### config.mk
export PLATFORM = sky130hd
export DESIGN_NAME = peripheral_irq_flag_bank
export DESIGN_NICKNAME = d
export VERILOG_FILES = /design/src/rtl/irq_flag_pkg.sv /design/src/rtl/peripheral_irq_flag_bank.sv /design/src/rtl/ext_pin_edge.sv /design/src/rtl/irq_source_merge.sv
export VERILOG_INCLUDE_DIRS = /design/src /design/src/rtl
export SDC_FILE = /design/constraint.sdc
export NUM_CORES = 1
export LEC_CHECK = 0
export BUFFER_PORTS_ARGS = -buffer_cell sky130_fd_sc_hd__buf_2
export CORE_UTILIZATION = 44
export DETAILED_ROUTE_END_ITERATION = 7
export GPL_ROUTABILITY_DRIVEN = 1
export PLACE_DENSITY_LB_ADDON = 0.08
export SLEW_MARGIN = 20
export SYNTH_ARGS = -nofsm -noshare
export SYNTH_HDL_FRONTEND = slang
export SYNTH_SLANG_ARGS = --single-unit
### constraint.sdc
create_clock -name pclk -period 1.4 [get_ports pclk]
set_input_delay 0.28 -clock pclk [delete_from_list [all_inputs] [get_ports pclk]]
set_output_delay 0.28 -clock pclk [all_outputs]
set_load 0.02 [all_outputs]
### src/rtl/irq_flag_defs.svh
// Register indices, bit positions, masks and reset values of the flag bank
`ifndef IRQ_FLAG_DEFS_SVH
`define IRQ_FLAG_DEFS_SVH

// ==========================================================
// Bus geometry
// ==========================================================
`define APB_ADDR_W 16
`define REG_IDX_W 14
`define REG_BYTE_W 8
`define APB_DATA_W 32
`define APB_WORD_LSB 2
`define APB_ALIGN_OK 2'h0

// ==========================================================
// Register indices (byte address is four times the index)
// ==========================================================
`define IDX_IRQ_CONTROL 14'h000B
`define IDX_REQUEST_FLAGS_0 14'h070C
`define IDX_REQUEST_FLAGS_1 14'h070D
`define IDX_REQUEST_FLAGS_2 14'h070E
`define IDX_SOURCE_ENABLES_0 14'h0716
`define IDX_SOURCE_ENABLES_1 14'h0717
`define IDX_SOURCE_ENABLES_2 14'h0718

// ==========================================================
// Bit positions
// ==========================================================
`define BIT_GLOBAL_IRQ_ENABLE 7
`define BIT_PERIPHERAL_GROUP_ENABLE 6
`define BIT_EXT_EDGE_RISING 0
`define BIT_TIMER0_OVERFLOW 5
`define BIT_PIN_CHANGE_SUMMARY 4
`define BIT_EXT_PIN 0
`define BIT_CAPCMP1 7
`define BIT_TIMER2 6
`define BIT_TIMER1 5
`define BIT_SERIAL_RX_READY 4
`define BIT_SERIAL_TX_EMPTY 3
`define BIT_BUS_COLLISION 2
`define BIT_SYNC_SERIAL 1
`define BIT_ADC_DONE 0
`define BIT_CAPCMP2 7
`define BIT_FLASH_DONE 6
`define BIT_TIMER1_GATE 5

// ==========================================================
// Masks of implemented bits
// ==========================================================
`define MASK_CONTROL 8'hC1
`define MASK_STICKY_0 8'h21
`define MASK_STICKY_1 8'hE7
`define MASK_STICKY_2 8'hE0
`define MASK_ENABLES_0 8'h31
`define MASK_ENABLES_1 8'hFF
`define MASK_ENABLES_2 8'hE0

// ==========================================================
// Reset values
// ==========================================================
`define RESET_BYTE 8'h00
`define RESET_WORD 32'h0000_0000
`define RESET_EXT_EDGE_RISING 1'b1
`define BYTE_PAD 24'h0000_00

`endif

### src/rtl/irq_flag_pkg.sv
// Types shared by the flag bank modules
package irq_flag_pkg;

	// ==========================================================
	// Bus answer sequencing
	// ==========================================================
	typedef enum logic [1:0] {
		PH_IDLE = 2'b01,
		PH_ANSWER = 2'b10
	} apb_phase_t;

	// ==========================================================
	// State of the flag bank
	// ==========================================================
	typedef struct packed {
		apb_phase_t phase;
		logic pready;
		logic pslverr;
		logic [31:0] prdata;
		logic [7:0] flags_0;
		logic [7:0] flags_1;
		logic [7:0] flags_2;
		logic [7:0] enables_0;
		logic [7:0] enables_1;
		logic [7:0] enables_2;
		logic global_irq_enable;
		logic peripheral_group_enable;
		logic ext_edge_rising;
		logic irq_request;
	} bank_state_t;

	// ==========================================================
	// State of the pin edge detector
	// ==========================================================
	typedef struct packed {
		logic meta;
		logic stable;
		logic last;
		logic [2:0] filled;
	} edge_state_t;

endpackage

### src/rtl/peripheral_irq_flag_bank.sv
// Peripheral request flag bank with enables, reached over APB
`timescale 1ns/100ps
`include "irq_flag_defs.svh"
module peripheral_irq_flag_bank #(
	parameter int PIN_CHANGE_W = 8
) (
	// Clock and reset
	input wire logic pclk,
	input wire logic presetn,
	// APB slave
	input wire logic psel,
	input wire logic penable,
	input wire logic pwrite,
	input wire logic [`APB_ADDR_W-1:0] paddr,
	input wire logic [`APB_DATA_W-1:0] pwdata,
	output logic [`APB_DATA_W-1:0] prdata,
	output logic pready,
	output logic pslverr,
	// Timer events, one-cycle pulses
	input wire logic timer0_overflow,
	input wire logic timer1_event,
	input wire logic timer2_event,
	input wire logic timer1_gate_inactive,
	// Capture/compare events, one-cycle pulses
	input wire logic capcmp1_event,
	input wire logic capcmp2_event,
	// Serial and converter events, one-cycle pulses
	input wire logic sync_serial_event,
	input wire logic bus_collision_event,
	input wire logic adc_done_event,
	input wire logic flash_done_event,
	// Live levels from neighbouring blocks
	input wire logic [PIN_CHANGE_W-1:0] per_pin_change_flags,
	input wire logic serial_rx_not_empty,
	input wire logic serial_tx_buffer_empty,
	// External request pin, asynchronous
	input wire logic ext_pin,
	// Request to the processor
	output logic irq_request
);

	// ==========================================================
	// State
	// ==========================================================
	irq_flag_pkg::bank_state_t s_q;
	irq_flag_pkg::bank_state_t s_d;

	logic ext_pin_flag_event;
	logic want_vector;
	logic [7:0] view_0;
	logic [7:0] view_1;
	logic [7:0] view_2;
	logic [7:0] events_0;
	logic [7:0] events_1;
	logic [7:0] events_2;
	logic [`REG_IDX_W-1:0] reg_idx;
	logic access_phase;
	logic commit;
	logic addr_hit;
	logic write_hit;

	// ==========================================================
	// Write strobes
	// ==========================================================
	logic wr_control;
	logic wr_flags_0;
	logic wr_flags_1;
	logic wr_flags_2;
	logic wr_enables_0;
	logic wr_enables_1;
	logic wr_enables_2;

	// ==========================================================
	// Address decoding
	// ==========================================================
	function automatic logic [`REG_IDX_W-1:0] word_index(
		input logic [`APB_ADDR_W-1:0] addr
	);
		word_index = addr[`APB_ADDR_W-1:`APB_WORD_LSB];
	endfunction

	function automatic logic index_known(
		input logic [`REG_IDX_W-1:0] idx
	);
		case (idx)
			`IDX_IRQ_CONTROL,
			`IDX_REQUEST_FLAGS_0,
			`IDX_REQUEST_FLAGS_1,
			`IDX_REQUEST_FLAGS_2,
			`IDX_SOURCE_ENABLES_0,
			`IDX_SOURCE_ENABLES_1,
			`IDX_SOURCE_ENABLES_2: index_known = 1'b1;
			default: index_known = 1'b0;
		endcase
	endfunction

	function automatic logic is_target(
		input logic hit,
		input logic [`REG_IDX_W-1:0] idx,
		input logic [`REG_IDX_W-1:0] target
	);
		is_target = hit && (idx == target);
	endfunction

	// ==========================================================
	// Neighbour blocks
	// ==========================================================
	ext_pin_edge u_ext_pin_edge (
		.pclk(pclk),
		.presetn(presetn),
		.ext_pin(ext_pin),
		.edge_rising(s_q.ext_edge_rising),
		.edge_pulse(ext_pin_flag_event)
	);

	irq_source_merge u_irq_source_merge (
		.flags_0(view_0),
		.flags_1(view_1),
		.flags_2(view_2),
		.enables_0(s_q.enables_0),
		.enables_1(s_q.enables_1),
		.enables_2(s_q.enables_2),
		.global_irq_enable(s_q.global_irq_enable),
		.peripheral_group_enable(s_q.peripheral_group_enable),
		.want_vector(want_vector)
	);

	// ==========================================================
	// Flag views: stored sticky bits plus live levels
	// ==========================================================
	always_comb
	begin
		view_0 = s_q.flags_0;
		view_0[`BIT_PIN_CHANGE_SUMMARY] = |per_pin_change_flags;
		view_1 = s_q.flags_1;
		view_1[`BIT_SERIAL_RX_READY] = serial_rx_not_empty;
		view_1[`BIT_SERIAL_TX_EMPTY] = serial_tx_buffer_empty;
		view_2 = s_q.flags_2;
	end

	// ==========================================================
	// Hardware set events, taken with no enable gating
	// ==========================================================
	always_comb
	begin
		events_0 = `RESET_BYTE;
		events_0[`BIT_TIMER0_OVERFLOW] = timer0_overflow;
		events_0[`BIT_EXT_PIN] = ext_pin_flag_event;
		events_1 = `RESET_BYTE;
		events_1[`BIT_CAPCMP1] = capcmp1_event;
		events_1[`BIT_TIMER2] = timer2_event;
		events_1[`BIT_TIMER1] = timer1_event;
		events_1[`BIT_BUS_COLLISION] = bus_collision_event;
		events_1[`BIT_SYNC_SERIAL] = sync_serial_event;
		events_1[`BIT_ADC_DONE] = adc_done_event;
		events_2 = `RESET_BYTE;
		events_2[`BIT_CAPCMP2] = capcmp2_event;
		events_2[`BIT_FLASH_DONE] = flash_done_event;
		events_2[`BIT_TIMER1_GATE] = timer1_gate_inactive;
	end

	// ==========================================================
	// Bus decode
	// ==========================================================
	always_comb
	begin
		reg_idx = word_index(paddr);
		access_phase = psel & penable;
		commit = access_phase & s_q.pready;
		addr_hit = index_known(reg_idx)
			&& (paddr[`APB_WORD_LSB-1:0] == `APB_ALIGN_OK);
		write_hit = commit & pwrite & addr_hit;
	end

	// ==========================================================
	// One strobe per writable register
	// ==========================================================
	always_comb
	begin
		wr_control = is_target(write_hit, reg_idx, `IDX_IRQ_CONTROL);
		wr_flags_0 = is_target(write_hit, reg_idx, `IDX_REQUEST_FLAGS_0);
		wr_flags_1 = is_target(write_hit, reg_idx, `IDX_REQUEST_FLAGS_1);
		wr_flags_2 = is_target(write_hit, reg_idx, `IDX_REQUEST_FLAGS_2);
		wr_enables_0 = is_target(write_hit, reg_idx, `IDX_SOURCE_ENABLES_0);
		wr_enables_1 = is_target(write_hit, reg_idx, `IDX_SOURCE_ENABLES_1);
		wr_enables_2 = is_target(write_hit, reg_idx, `IDX_SOURCE_ENABLES_2);
	end

	// ==========================================================
	// Next state
	// ==========================================================
	always_comb
	begin
		s_d = s_q;

		// Answer one cycle into the access phase, release after
		case (s_q.phase)
			irq_flag_pkg::PH_IDLE:
			begin
				if (access_phase)
				begin
					s_d.phase = irq_flag_pkg::PH_ANSWER;
					s_d.pready = 1'b1;
					s_d.pslverr = ~addr_hit;
					s_d.prdata = `RESET_WORD;
					if (addr_hit && !pwrite)
					begin
						case (reg_idx)
							`IDX_IRQ_CONTROL:
							begin
								s_d.prdata[`BIT_GLOBAL_IRQ_ENABLE] =
									s_q.global_irq_enable;
								s_d.prdata[`BIT_PERIPHERAL_GROUP_ENABLE] =
									s_q.peripheral_group_enable;
								s_d.prdata[`BIT_EXT_EDGE_RISING] =
									s_q.ext_edge_rising;
							end
							`IDX_REQUEST_FLAGS_0:
								s_d.prdata = {`BYTE_PAD, view_0};
							`IDX_REQUEST_FLAGS_1:
								s_d.prdata = {`BYTE_PAD, view_1};
							`IDX_REQUEST_FLAGS_2:
								s_d.prdata = {`BYTE_PAD, view_2};
							`IDX_SOURCE_ENABLES_0:
								s_d.prdata = {`BYTE_PAD, s_q.enables_0};
							`IDX_SOURCE_ENABLES_1:
								s_d.prdata = {`BYTE_PAD, s_q.enables_1};
							`IDX_SOURCE_ENABLES_2:
								s_d.prdata = {`BYTE_PAD, s_q.enables_2};
							default:
								s_d.prdata = `RESET_WORD;
						endcase
					end
				end
			end
			irq_flag_pkg::PH_ANSWER:
			begin
				s_d.phase = irq_flag_pkg::PH_IDLE;
				s_d.pready = 1'b0;
				s_d.pslverr = 1'b0;
				s_d.prdata = `RESET_WORD;
			end
			default:
			begin
				s_d.phase = irq_flag_pkg::PH_IDLE;
				s_d.pready = 1'b0;
				s_d.pslverr = 1'b0;
				s_d.prdata = `RESET_WORD;
			end
		endcase

		// Control: global enable, group enable, pin edge choice
		if (wr_control)
		begin
			s_d.global_irq_enable = pwdata[`BIT_GLOBAL_IRQ_ENABLE];
			s_d.peripheral_group_enable =
				pwdata[`BIT_PERIPHERAL_GROUP_ENABLE];
			s_d.ext_edge_rising = pwdata[`BIT_EXT_EDGE_RISING];
		end

		// Enables; unimplemented bits stay zero
		if (wr_enables_0)
		begin
			s_d.enables_0 = pwdata[`REG_BYTE_W-1:0] & `MASK_ENABLES_0;
		end
		if (wr_enables_1)
		begin
			s_d.enables_1 = pwdata[`REG_BYTE_W-1:0] & `MASK_ENABLES_1;
		end
		if (wr_enables_2)
		begin
			s_d.enables_2 = pwdata[`REG_BYTE_W-1:0] & `MASK_ENABLES_2;
		end

		// Sticky flags: write stores, then an event ORs in on top
		if (wr_flags_0)
		begin
			s_d.flags_0 = pwdata[`REG_BYTE_W-1:0];
		end
		if (wr_flags_1)
		begin
			s_d.flags_1 = pwdata[`REG_BYTE_W-1:0];
		end
		if (wr_flags_2)
		begin
			s_d.flags_2 = pwdata[`REG_BYTE_W-1:0];
		end
		s_d.flags_0 = (s_d.flags_0 | events_0) & `MASK_STICKY_0;
		s_d.flags_1 = (s_d.flags_1 | events_1) & `MASK_STICKY_1;
		s_d.flags_2 = (s_d.flags_2 | events_2) & `MASK_STICKY_2;

		// Enabling with a flag already set requests one cycle after the enable is stored
		s_d.irq_request = want_vector;
	end

	// ==========================================================
	// State register
	// ==========================================================
	always_ff @(posedge pclk or negedge presetn)
	begin
		if (!presetn)
		begin
			s_q <= '0;
			s_q.phase <= irq_flag_pkg::PH_IDLE;
			s_q.ext_edge_rising <= `RESET_EXT_EDGE_RISING;
		end
		else
		begin
			s_q <= s_d;
		end
	end

	// ==========================================================
	// Outputs
	// ==========================================================
	always_comb
	begin
		prdata = s_q.prdata;
		pready = s_q.pready;
		pslverr = s_q.pslverr;
		irq_request = s_q.irq_request;
	end

endmodule // peripheral_irq_flag_bank

### src/rtl/ext_pin_edge.sv
// Synchroniser and selectable edge detector for the external request pin
`timescale 1ns/100ps
module ext_pin_edge (
	// Clock and reset
	input wire logic pclk,
	input wire logic presetn,
	// Pin and edge choice
	input wire logic ext_pin,
	input wire logic edge_rising,
	// One-cycle pulse on a valid edge
	output logic edge_pulse
);

	irq_flag_pkg::edge_state_t s_q;
	irq_flag_pkg::edge_state_t s_d;

	// ==========================================================
	// Two flops before use, then edge compare on the stable copy
	// ==========================================================
	always_comb
	begin
		s_d = s_q;
		s_d.meta = ext_pin;
		s_d.stable = s_q.meta;
		s_d.last = s_q.stable;
		// No edge until a real pin sample has reached the last stage
		s_d.filled = {s_q.filled[1:0], 1'b1};
		if (edge_rising)
		begin
			edge_pulse = s_q.filled[2] & s_q.stable & ~s_q.last;
		end
		else
		begin
			edge_pulse = s_q.filled[2] & ~s_q.stable & s_q.last;
		end
	end

	always_ff @(posedge pclk or negedge presetn)
	begin
		if (!presetn)
		begin
			s_q <= '0;
		end
		else
		begin
			s_q <= s_d;
		end
	end

endmodule // ext_pin_edge

### src/rtl/irq_source_merge.sv
// Combines flags and enables into the request toward the processor
`timescale 1ns/100ps
module irq_source_merge (
	// Flag views
	input wire logic [7:0] flags_0,
	input wire logic [7:0] flags_1,
	input wire logic [7:0] flags_2,
	// Enables
	input wire logic [7:0] enables_0,
	input wire logic [7:0] enables_1,
	input wire logic [7:0] enables_2,
	input wire logic global_irq_enable,
	input wire logic peripheral_group_enable,
	// Request
	output logic want_vector
);

	logic direct_hit;
	logic group_hit;

	always_comb
	begin
		direct_hit = |(flags_0 & enables_0);
		group_hit = peripheral_group_enable
			& |((flags_1 & enables_1) | (flags_2 & enables_2));
		want_vector = global_irq_enable & (direct_hit | group_hit);
	end

endmodule // irq_source_merge

==> results_dict.tcl, run 1 <==
set metrics [dict create \
    status "finished, violations left" \
    violations "negative setup slack" \
    rr_startpoint "s_q[86]$_DFFE_PN1P_" \
    min_to "u_ext_pin_edge.s_d[4]$_DFF_PN0_" \
    synth.distinct_cells 52 \
    synth_flop_cell "dfrtp_1" \
    power.switching_w 0.0007174 \
    drt-initial-drc-count 113 \
    hold_viol_final 0 \
    yosys.area.top_type "dfrtp_1" \
    htree_levels 2 \
    synth_area_um2 2660 \
    fill_cells 472 \
    ys_seq_elements 46 \
    wirelength_mm 7.041 \
    met3_usage_pct 4.229 \
    start_kind "input pin" \
    synth_warnings 0 \
    grt_util_met1_pct 34.09 \
    leakage_nw 1.771 \
    synth_compound_area_share_pct 14.91 \
    fmax_mhz 620.3 \
    post-place-ws_ns -0.6245 \
    core_um2 5675 \
    synthTopCellsByArea "dfrtp_1 (41%), buf_4 (9.3%), mux2_2 (5.9%), nor4_4 (4.0%), nand2_1 (3.0%)" \
    drive_gt1_share_pct 54.52 \
    drv_cap 0 \
    p_int_w 0.002060 \
    ir_worst_vdd_v 0.0005207 \
    timing.hold.ws_ns 0.08628 \
    ff2ff_path_depth 5 \
    grt_pass1_wl_mm 11.60 \
    die-area_um2 6361 \
    critPathKind "in -> reg" \
    fp.dieH_um 79.76 \
    ios 109 \
    synth-edff-count 0 \
    io_buffers 60 \
    clkSinkCount 46 \
    setup_ws_ns -0.2121 \
    finalClockSkew_ns 0.01147 \
    gr-max-usage-layer "met2" \
    insertion_delay_ns 0.30 \
    rsz0062_at_grt "yes" \
    worstPathArrival_ns 1.80 \
    p_clk_share_pct 36.5 \
    cts_buffer_depth 2 \
    clk_pin_slew_ns 0.09 \
    final.min_clock_period_ns 1.612 \
    synth_fa_ha_area_share_pct 0 \
    synth_top_family_by_area "simple AND/OR/NAND/NOR gates" \
    cp.required_ns 1.59 \
    r2r_end "prdata[7]$_DFFE_PN0P_" \
    min_from "ext_pin" \
    sw_frac_of_total_pct 25.83 \
    hold_depth 1 \
    synth_simple_gate_area_share_pct 21.54 \
    r2r_setup_slack_ns -0.13 \
    antenna_found_initial 0 \
    syn_inst 239 \
    rows 27 \
    grt.total_usage_pct 24.36 \
    vias 2236 \
    die_w_um 79.76 \
    antenna_cells 0 \
    min_period_over_period_pct 115.1 \
    gp_congestion 0.8302 \
    cts_tree "done" \
    ys_async_sr_fraction_pct 100.0 \
    dr.pass1.iters 4 \
    wire_per_inst_um 16.53 \
    seq_power_share_pct 48.7 \
    cts_made_buffers 5 \
    dp.final_hpwl_mm 5.053 \
    syn_avg_cell_area_um2 11.13 \
    slew_violations 0 \
    crit_fanout 5 \
    nets 427 \
    grt_max_degree 22 \
    drc 0 \
    start_util_pct 46.87 \
    clockRootBuffer "clkbuf_8" \
    combPwrFrac_pct 14.8 \
    first_global_vias 2282 \
    viasPerCell 5.249 \
    synth_xor_xnor_area_share_pct 0 \
    use_met2_pct 39.23 \
    hp-class "in -> reg" \
    setup_viol_count_final 37 \
    synth.area.mux_share_pct 8.749 \
    overflow 0 \
    endpoint_kind "flop" \
    ys_seq_area_share_pct 43.37 \
    p_per_area_nw_per_um2 746.3 \
    synth_top_area_share_pct 41.39 \
    ant_nets 0 \
    area_delta_synth_final_pct 39.89 \
]
[power by group through the flow]
stage                     sequential [W]  clock (W)  combinational [W]
after global routing             0.00136    0.00109           0.000447
after global placement           0.00138          0           0.000359
after floorplan                  0.00139          0           0.000208
final                            0.00135    0.00101           0.000410
after detailed placement         0.00138          0           0.000363
after CTS                        0.00135    0.00102           0.000397
[what timing repair did]
action | CTS | global route
hold endpoints to repair | 13 | 0
resized for setup | 45 | 19
pin swaps | 24 | 29
gates cloned | 1 | 0
setup buffers | 13 | 3
endpoints found under the setup margin | 38 | 38
hold buffers | 1 | 0
[metal layers]
metal | part of all wire [%] | vias to the layer above
met1 | 45 | 1093
met3 | 4.3 | 13
met4 | 1.6 | 0
met2 | 49 | 69
met5 | 0 | -
li1 | - | 1061
[layout make-up]
| type | count | area (um2) | share of cell area (%) |
|---|---|---|---|
| Tap cell | 72 | 90.09 | 2.421 |
| Sequential cell | 46 | 1154 | 31.00 |
| Multi-Input combinational cell | 175 | 1473 | 39.58 |
| Clock buffer | 5 | 68.82 | 1.849 |
| Clock inverter | 3 | 43.79 | 1.177 |
| Inverter | 5 | 18.77 | 0.5044 |
| Timing Repair Buffer | 120 | 873.3 | 23.47 |
[metrics by stage]
stage	cell area [um2]	total power [W]	instances	setup TNS [ns]	util, %
CTS	3622	0.002773	423	-7.491	63.82
detailed placement	3221	0.001743	400	-19.34	56.75
floorplan	2760	0.001595	262	-11.72	-
finish	3721	0.002777	426	-5.484	65.56
global route	3721	0.002892	426	-7.050	65.56
global placement	3221	0.001738	400	-18.79	56.75
[critical path, stage by stage]
cell and delay [ns]:
buf_6 0.10, or4b_4 0.57, buf_6 0.15, nor4_4 0.27, nand2_2 0.14, mux2_2 0.29
[cells by family (layout without fill, tap and decap cells)]
family                 count (synthesis)  after routing
AO/OA/AOI/OAI                         46             46
multiplexers                          20             20
other                                  2             25
flip-flops                            46             46
buffers and inverters                 42            133
AND/OR/NAND/NOR                       83             84
[synthesized netlist by cell type (all sizes together), types with 2 or more instances]
master,number
dfrtp,44
buf,36
nand2,23
mux2,17
nor2,12
nor4,9
a22oi,8
a211o,7
a22o,7
o21ai,7
nand3,6
nor3,6
inv,5
nand3b,4
or4b,4
a221oi,3
a222oi,3
mux2i,3
nand2b,3
nor2b,3
a2111oi,2
conb,2
dfstp,2
nand4b,2
or2,2
or3b,2
[registers in the layout (all words and copies together), names as in the netlist]
register	flops
pslverr	1
u_ext_pin_edge.s_d	4
s_q	27
irq_request	1
u_ext_pin_edge.s_q	2
view_2	3
prdata	8
[worst max path at each step]
stage             start                  end  slack (ns)  cells after the start
4_1_cts        paddr[8]   s_q[3]$_DFFE_PN0P_       -0.28                      7
3_3_place_gp   paddr[6]   s_q[3]$_DFFE_PN0P_       -0.60                      5
2_1_floorplan  paddr[7]    s_q[41]$_DFF_PN0_       -0.42                      5
3_5_place_dp   paddr[7]    s_q[42]$_DFF_PN0_       -0.62                      5
5_1_grt        paddr[7]  pslverr$_DFFE_PN0P_       -0.27                      7
6_report       paddr[4]  s_q[10]$_DFFE_PN0P_       -0.21                      6
[placed cells by master (no fill, tap or decap), types with 5 or more instances in the layout]
| master | Yosys | final |
|---|---|---|
| buf_6 | 2 | 18 |
| mux2_2 | 14 | 11 |
| clkbuf_8 | 0 | 5 |
| o21ai_1 | 4 | 6 |
| dfrtp_1 | 44 | 44 |
| inv_1 | 5 | 5 |
| a211o_1 | 7 | 7 |
| buf_4 | 33 | 46 |
| nand2_1 | 21 | 17 |
| conb_1 | 2 | 25 |
| a22o_1 | 7 | 7 |
| mux2_4 | 3 | 6 |
| nor2_1 | 12 | 8 |
| nor4_4 | 5 | 5 |
| a22oi_1 | 8 | 5 |
| buf_2 | 0 | 52 |
Note: power is estimated with default switching activity, not from simulation.
==> inputs of run 2 (changes only) <==
--- a/config.mk
+++ b/config.mk
@@ -10,7 +10,7 @@
 export CORE_UTILIZATION = 44
 export DETAILED_ROUTE_END_ITERATION = 7
 export GPL_ROUTABILITY_DRIVEN = 1
-export PLACE_DENSITY_LB_ADDON = 0.08
+export PLACE_DENSITY = 0.83
 export SLEW_MARGIN = 20
 export SYNTH_ARGS = -nofsm -noshare
 export SYNTH_HDL_FRONTEND = slang
==> run 2 against run 1 <==
Non-clock buffer count decreased by 9. Power is 2.0% lower. Utilization decreased by 2.3 points. Largest power group unchanged. Worst setup slack lost 0.039 ns. Sequential power is essentially flat. The flow still finishes with violations (negative setup slack). Highest routed layer unchanged.
==> results_dict.tcl, run 2 (synthesis results as in run 1) <==
set metrics [dict create \
    viasPerCell 5.356 \
    wire_per_inst_um 16.29 \
    sw_frac_of_total_pct 25.26 \
    status "finished, violations left" \
    area_delta_synth_final_pct 34.90 \
    slew_violations 0 \
    crit_fanout 5 \
    antenna_found_initial 0 \
    start_util_pct 46.87 \
    die_w_um 79.76 \
    rsz0062_at_grt "yes" \
    vias 2228 \
    dpl_cell_area_um2 3186 \
    nets 417 \
    min_period_over_period_pct 117.9 \
    drt-initial-drc-count 134 \
    grt_max_degree 19 \
    cts_made_buffers 5 \
    htree_levels 2 \
    stdcell_area_um2 3588 \
    critPathKind "in -> reg" \
    leakage_nw 1.711 \
    largest_register_ffs 27 \
    p_per_area_nw_per_um2 758.7 \
    ir_worst_vdd_v 0.0006652 \
    gp_congestion 0.9414 \
    clk_pin_slew_ns 0.09 \
    endpoint_kind "flop" \
    drive_gt1_share_pct 52.91 \
    setup_viol_count_final 37 \
    timing.hold.ws_ns 0.06963 \
    setup_ws_ns -0.2511 \
    final_common_cell "buf_2" \
    grt_pass1_wl_mm 10.38 \
    finalClockSkew_ns 0.008668 \
    worstPathArrival_ns 1.90 \
    cts_buffer_depth 2 \
    first_global_vias 2137 \
    p_int_w 0.002035 \
    final_util_pct 63.23 \
    die-area_um2 6361 \
    dr.pass1.iters 6 \
    dp.final_hpwl_mm 4.977 \
    antenna_cells 0 \
    drc 0 \
    violations "negative setup slack" \
    regMostFlops "s_q" \
    wirelength_mm 6.777 \
    hp-class "in -> reg" \
    seq_power_share_pct 49.7 \
    fill_cells 446 \
    combPwrFrac_pct 14.3 \
    mostFrequentLayoutCells "buf_2 (57), dfrtp_1 (44), buf_4 (41), conb_1 (25), nand2_1 (17)" \
    fmax_mhz 605.7 \
    fp.dieH_um 79.76 \
    start_kind "input pin" \
    p_clk_share_pct 36.0 \
    final.min_clock_period_ns 1.651 \
    grt.total_usage_pct 21.92 \
    rows 27 \
    clockRootBuffer "clkbuf_8" \
    total_power_w 0.002722 \
    core_um2 5675 \
    clkSinkCount 46 \
    io_buffers 60 \
    cp.required_ns 1.65 \
    insertion_delay_ns 0.31 \
    hold_viol_final 0 \
    overflow 0 \
    ios 109 \
    drv_cap 0 \
    cts_tree "done" \
    ant_nets 0 \
    power.switching_w 0.0006876 \
]
-- run 2: cell count changes in the layout (fill, tap and decap cells not counted), sizes merged --
cell	before	now
or3	2	1
clkinvlp	0	2
clkinv	1	0
buf	119	110
inv	6	5
-- run 2: final timing paths --
path                                              endpoint  slack [ns]                            start  depth (start not counted)
max in group asynchronous              s_q[86]$_DFFE_PN1P_        0.41                          presetn                          3
hold / removal             u_ext_pin_edge.s_d[4]$_DFF_PN0_        0.07                          ext_pin                          1
hold reg to reg            u_ext_pin_edge.s_q[2]$_DFF_PN0_        0.35  u_ext_pin_edge.s_d[2]$_DFF_PN0_                          0
setup reg to reg                     prdata[6]$_DFFE_PN0P_       -0.11              s_q[86]$_DFFE_PN1P_                          5
setup / recovery                     prdata[6]$_DFFE_PN0P_       -0.25                         paddr[8]                          8
min in group asynchronous              view_2[5]$_DFF_PN0_        0.43                          presetn                          2
-- run 2: through the flow --
stage / setup WS, ns / std cells / setup TNS (ns)
6_report: -0.2511 / 416 / -6.671
5_1_grt: -0.2964 / 416 / -8.287
4_1_cts: -0.2243 / 413 / -5.600
3_5_place_dp: -0.6056 / 397 / -19.37
3_3_place_gp: -0.5640 / 397 / -18.57
2_1_floorplan: -0.4202 / 262 / -11.72
-- run 2: routing by layer --
metal	track usage, %	vias to the layer above	part of all wire (%)
li1	-	1041	-
met1	28.08	1082	45
met2	36.67	92	48
met3	3.543	13	6.0
met4	9.107	0	1.9
met5	0	-	0
-- run 2: power groups by stage --
stage | logic [W] | registers, W | clock network (W)
floorplan | 0.000208 | 0.00139 | 0
global placement | 0.000347 | 0.00138 | 0
detailed placement | 0.000353 | 0.00138 | 0
CTS | 0.000376 | 0.00135 | 0.000986
global route | 0.000423 | 0.00136 | 0.00103
finish | 0.000388 | 0.00135 | 0.000980
-- run 2: timing repair --
action	in CTS	in global routing
setup endpoints to repair	37	38
buffers inserted	7	3
gates resized for setup	32	17
hold buffers	1	0
hold endpoints to repair	13	0
gates cloned	0	0
pin swaps	23	14
-- run 2: layout make-up --
class	instances	area, um2	share of cell area, %
Tap cell	72	90.09	2.510
Clock inverter	3	45.04	1.255
Timing Repair Buffer	111	759.5	21.16
Multi-Input combinational cell	174	1453	40.48
Clock buffer	5	68.82	1.918
Inverter	5	18.77	0.5230
Sequential cell	46	1154	32.15
-- run 2: worst max-delay path: stages --
cell     delay, ns
buf_6         0.09
or4b_4        0.60
buf_12        0.16
nor4_4        0.26
buf_4         0.18
a22oi_2       0.08
nand2_1       0.11
a22o_1        0.13
==> inputs of run 3 (changes only) <==
--- a/config.mk
+++ b/config.mk
@@ -6,11 +6,11 @@
 export SDC_FILE = /design/constraint.sdc
 export NUM_CORES = 1
 export LEC_CHECK = 0
-export BUFFER_PORTS_ARGS = -buffer_cell sky130_fd_sc_hd__buf_2
-export CORE_UTILIZATION = 44
+export CORE_UTILIZATION = 57
 export DETAILED_ROUTE_END_ITERATION = 7
+export DONT_BUFFER_PORTS = 1
 export GPL_ROUTABILITY_DRIVEN = 1
-export PLACE_DENSITY = 0.83
+export PLACE_DENSITY = 0.76
 export SLEW_MARGIN = 20
 export SYNTH_ARGS = -nofsm -noshare
 export SYNTH_HDL_FRONTEND = slang
==> run 3 against run 2 <==
The flow still finishes with violations (negative setup slack). Die area shrank 22%. First-iteration DRC count shrank 16%. Worst setup slack improved by 0.062 ns. Utilization is 8.2 points higher. Cell count fell by 21%. Final area fell by 12%. Sequential power about the same. Non-clock buffer count decreased by 70. Maximum frequency grew 3.9%.
==> results_dict.tcl, run 3 (synthesis results as in run 1) <==
set metrics [dict create \
    worstPathArrival_ns 1.77 \
    min_from "capcmp1_event" \
    regMostFlops "s_q" \
    die-area_um2 4944 \
    rr_startpoint "s_q[86]$_DFFE_PN1P_" \
    cts_made_buffers 5 \
    drv_cap 0 \
    final_util_pct 71.46 \
    hold_viol_final 0 \
    slowest_delay_ns 0.59 \
    io_buffers 0 \
    path_buf_inv 1 \
    antenna_found_initial 0 \
    area_delta_synth_final_pct 18.58 \
    leakage_nw 1.394 \
    min_to "s_q[43]$_DFF_PN0_" \
    dpl_cell_area_um2 2760 \
    start_util_pct 60.26 \
    die_w_um 70.32 \
    wire_per_inst_um 18.73 \
    stdcell_area_um2 3154 \
    htree_levels 2 \
    hold_depth 1 \
    gp_congestion 0.9289 \
    violations "negative setup slack" \
    ff2ff_path_depth 5 \
    critPathKind "in -> reg" \
    clk_pin_slew_ns 0.08 \
    worst_pin_slew_ns 0.5748 \
    cp.required_ns 1.58 \
    dr.pass1.iters 4 \
    setup_tns_ns -3.508 \
    cts_buffer_depth 2 \
    rsz0062_at_grt "yes" \
    r2r_end "pslverr$_DFFE_PN0P_" \
    min_period_over_period_pct 113.5 \
    first_global_vias 1975 \
    endpoint_kind "flop" \
    slew_violations 0 \
    start_kind "input pin" \
    insertion_delay_ns 0.30 \
    finalClockSkew_ns 0.01027 \
    clockRootBuffer "clkbuf_8" \
    ios 109 \
    crit_chain "or4b_4 > buf_4 > nor4_4 > nand2_2 > mux2_2" \
    drt-initial-drc-count 112 \
    mostFrequentLayoutCells "dfrtp_1 (44), buf_4 (28), conb_1 (25), nand2_1 (16)" \
    hp-class "in -> reg" \
    vias 1954 \
    r2r_setup_slack_ns -0.08 \
    wirelength_mm 6.125 \
    core_um2 4414 \
    largest_register_ffs 27 \
    dp.final_hpwl_mm 4.325 \
    nets 348 \
    p_per_area_nw_per_um2 813.1 \
    slew_headroom_pct 61.60 \
    path_delay_family "simple AND/OR/NAND/NOR gates" \
    clkSinkCount 46 \
    cts_tree "done" \
    setup_viol_count_final 36 \
    grt_max_degree 47 \
    crit_fanout 6 \
    status "finished, violations left" \
    fp.dieH_um 70.32 \
    ant_nets 0 \
    viasPerCell 5.976 \
    grt.total_usage_pct 26.29 \
    grt_pass1_wl_mm 9.942 \
    antenna_cells 0 \
    final_common_cell "dfrtp_1" \
    final.min_clock_period_ns 1.589 \
    rows 24 \
    setup_ws_ns -0.1893 \
    ir_worst_vdd_v 0.0007227 \
    crit_slowest_cell "or4b_4" \
    fmax_mhz 629.2 \
    drc 0 \
    overflow 0 \
    drive_gt1_share_pct 36.36 \
]
[run 3: worst max path at each step]
| stage | start | to | slack [ns] | cells after the start |
|---|---|---|---|---|
| after global routing | paddr[14] | prdata[6]$_DFFE_PN0P_ | -0.20 | 6 |
| after floorplan | paddr[7] | s_q[41]$_DFF_PN0_ | -0.42 | 5 |
| after detailed placement | paddr[7] | s_q[41]$_DFF_PN0_ | -0.48 | 4 |
| final | paddr[8] | s_q[9]$_DFFE_PN0P_ | -0.19 | 5 |
| after CTS | paddr[8] | s_q[9]$_DFFE_PN0P_ | -0.11 | 5 |
| after global placement | paddr[7] | s_q[42]$_DFF_PN0_ | -0.44 | 4 |
[run 3: area by class of cell]
class / instances / area, um2
Fill cell: 323 / 1260
Sequential cell: 46 / 1154
Inverter: 5 / 18.77
Clock buffer: 7 / 76.32
Timing Repair Buffer: 41 / 387.9
Tap cell: 52 / 65.06
Clock inverter: 1 / 30.03
Multi-Input combinational cell: 175 / 1423
[run 3: worst reg2reg max path: stages, from the launching register on]
cell,delay [ns]
dfstp_2,0.52
nand2b_1,0.06
or2_2,0.29
buf_4,0.15
nor4_1,0.26
a221o_1,0.14
[run 3: timing repair]
item | CTS | global route
pin swaps | 16 | 5
endpoints found under the hold margin | 46 | 1
gates resized for setup | 24 | 7
setup endpoints to repair | 37 | 38
cloned | 1 | 0
hold buffers | 2 | 1
buffers inserted | 13 | 1
[run 3: where the power goes]
part	total, W	internal (W)	switching, W
combinational	0.000252	0.0000923	0.000160
clock	0.000952	0.000534	0.000418
sequential	0.00136	0.00135	0.0000149
[run 3: per-layer routing]
layer	routed length [um]	up-vias	global-route usage [%]
met5	0	-	0
met1	2657	964	35.30
li1	-	902	-
met2	2930	80	40.85
met3	461	8	7.071
met4	76	0	9.556
[run 3: metrics by stage]
stage	cells	worst slack (ns)	power [W]	hold slack (ns)
4_1_cts	325	-0.1068	0.002576	0.001795
6_report	327	-0.1893	0.002565	0.08085
3_5_place_dp	302	-0.4792	0.001583	-0.01474
2_1_floorplan	262	-0.4202	0.001595	-0.01559
5_1_grt	327	-0.2008	0.002658	0.06346
3_3_place_gp	302	-0.4410	0.001579	-0.01455
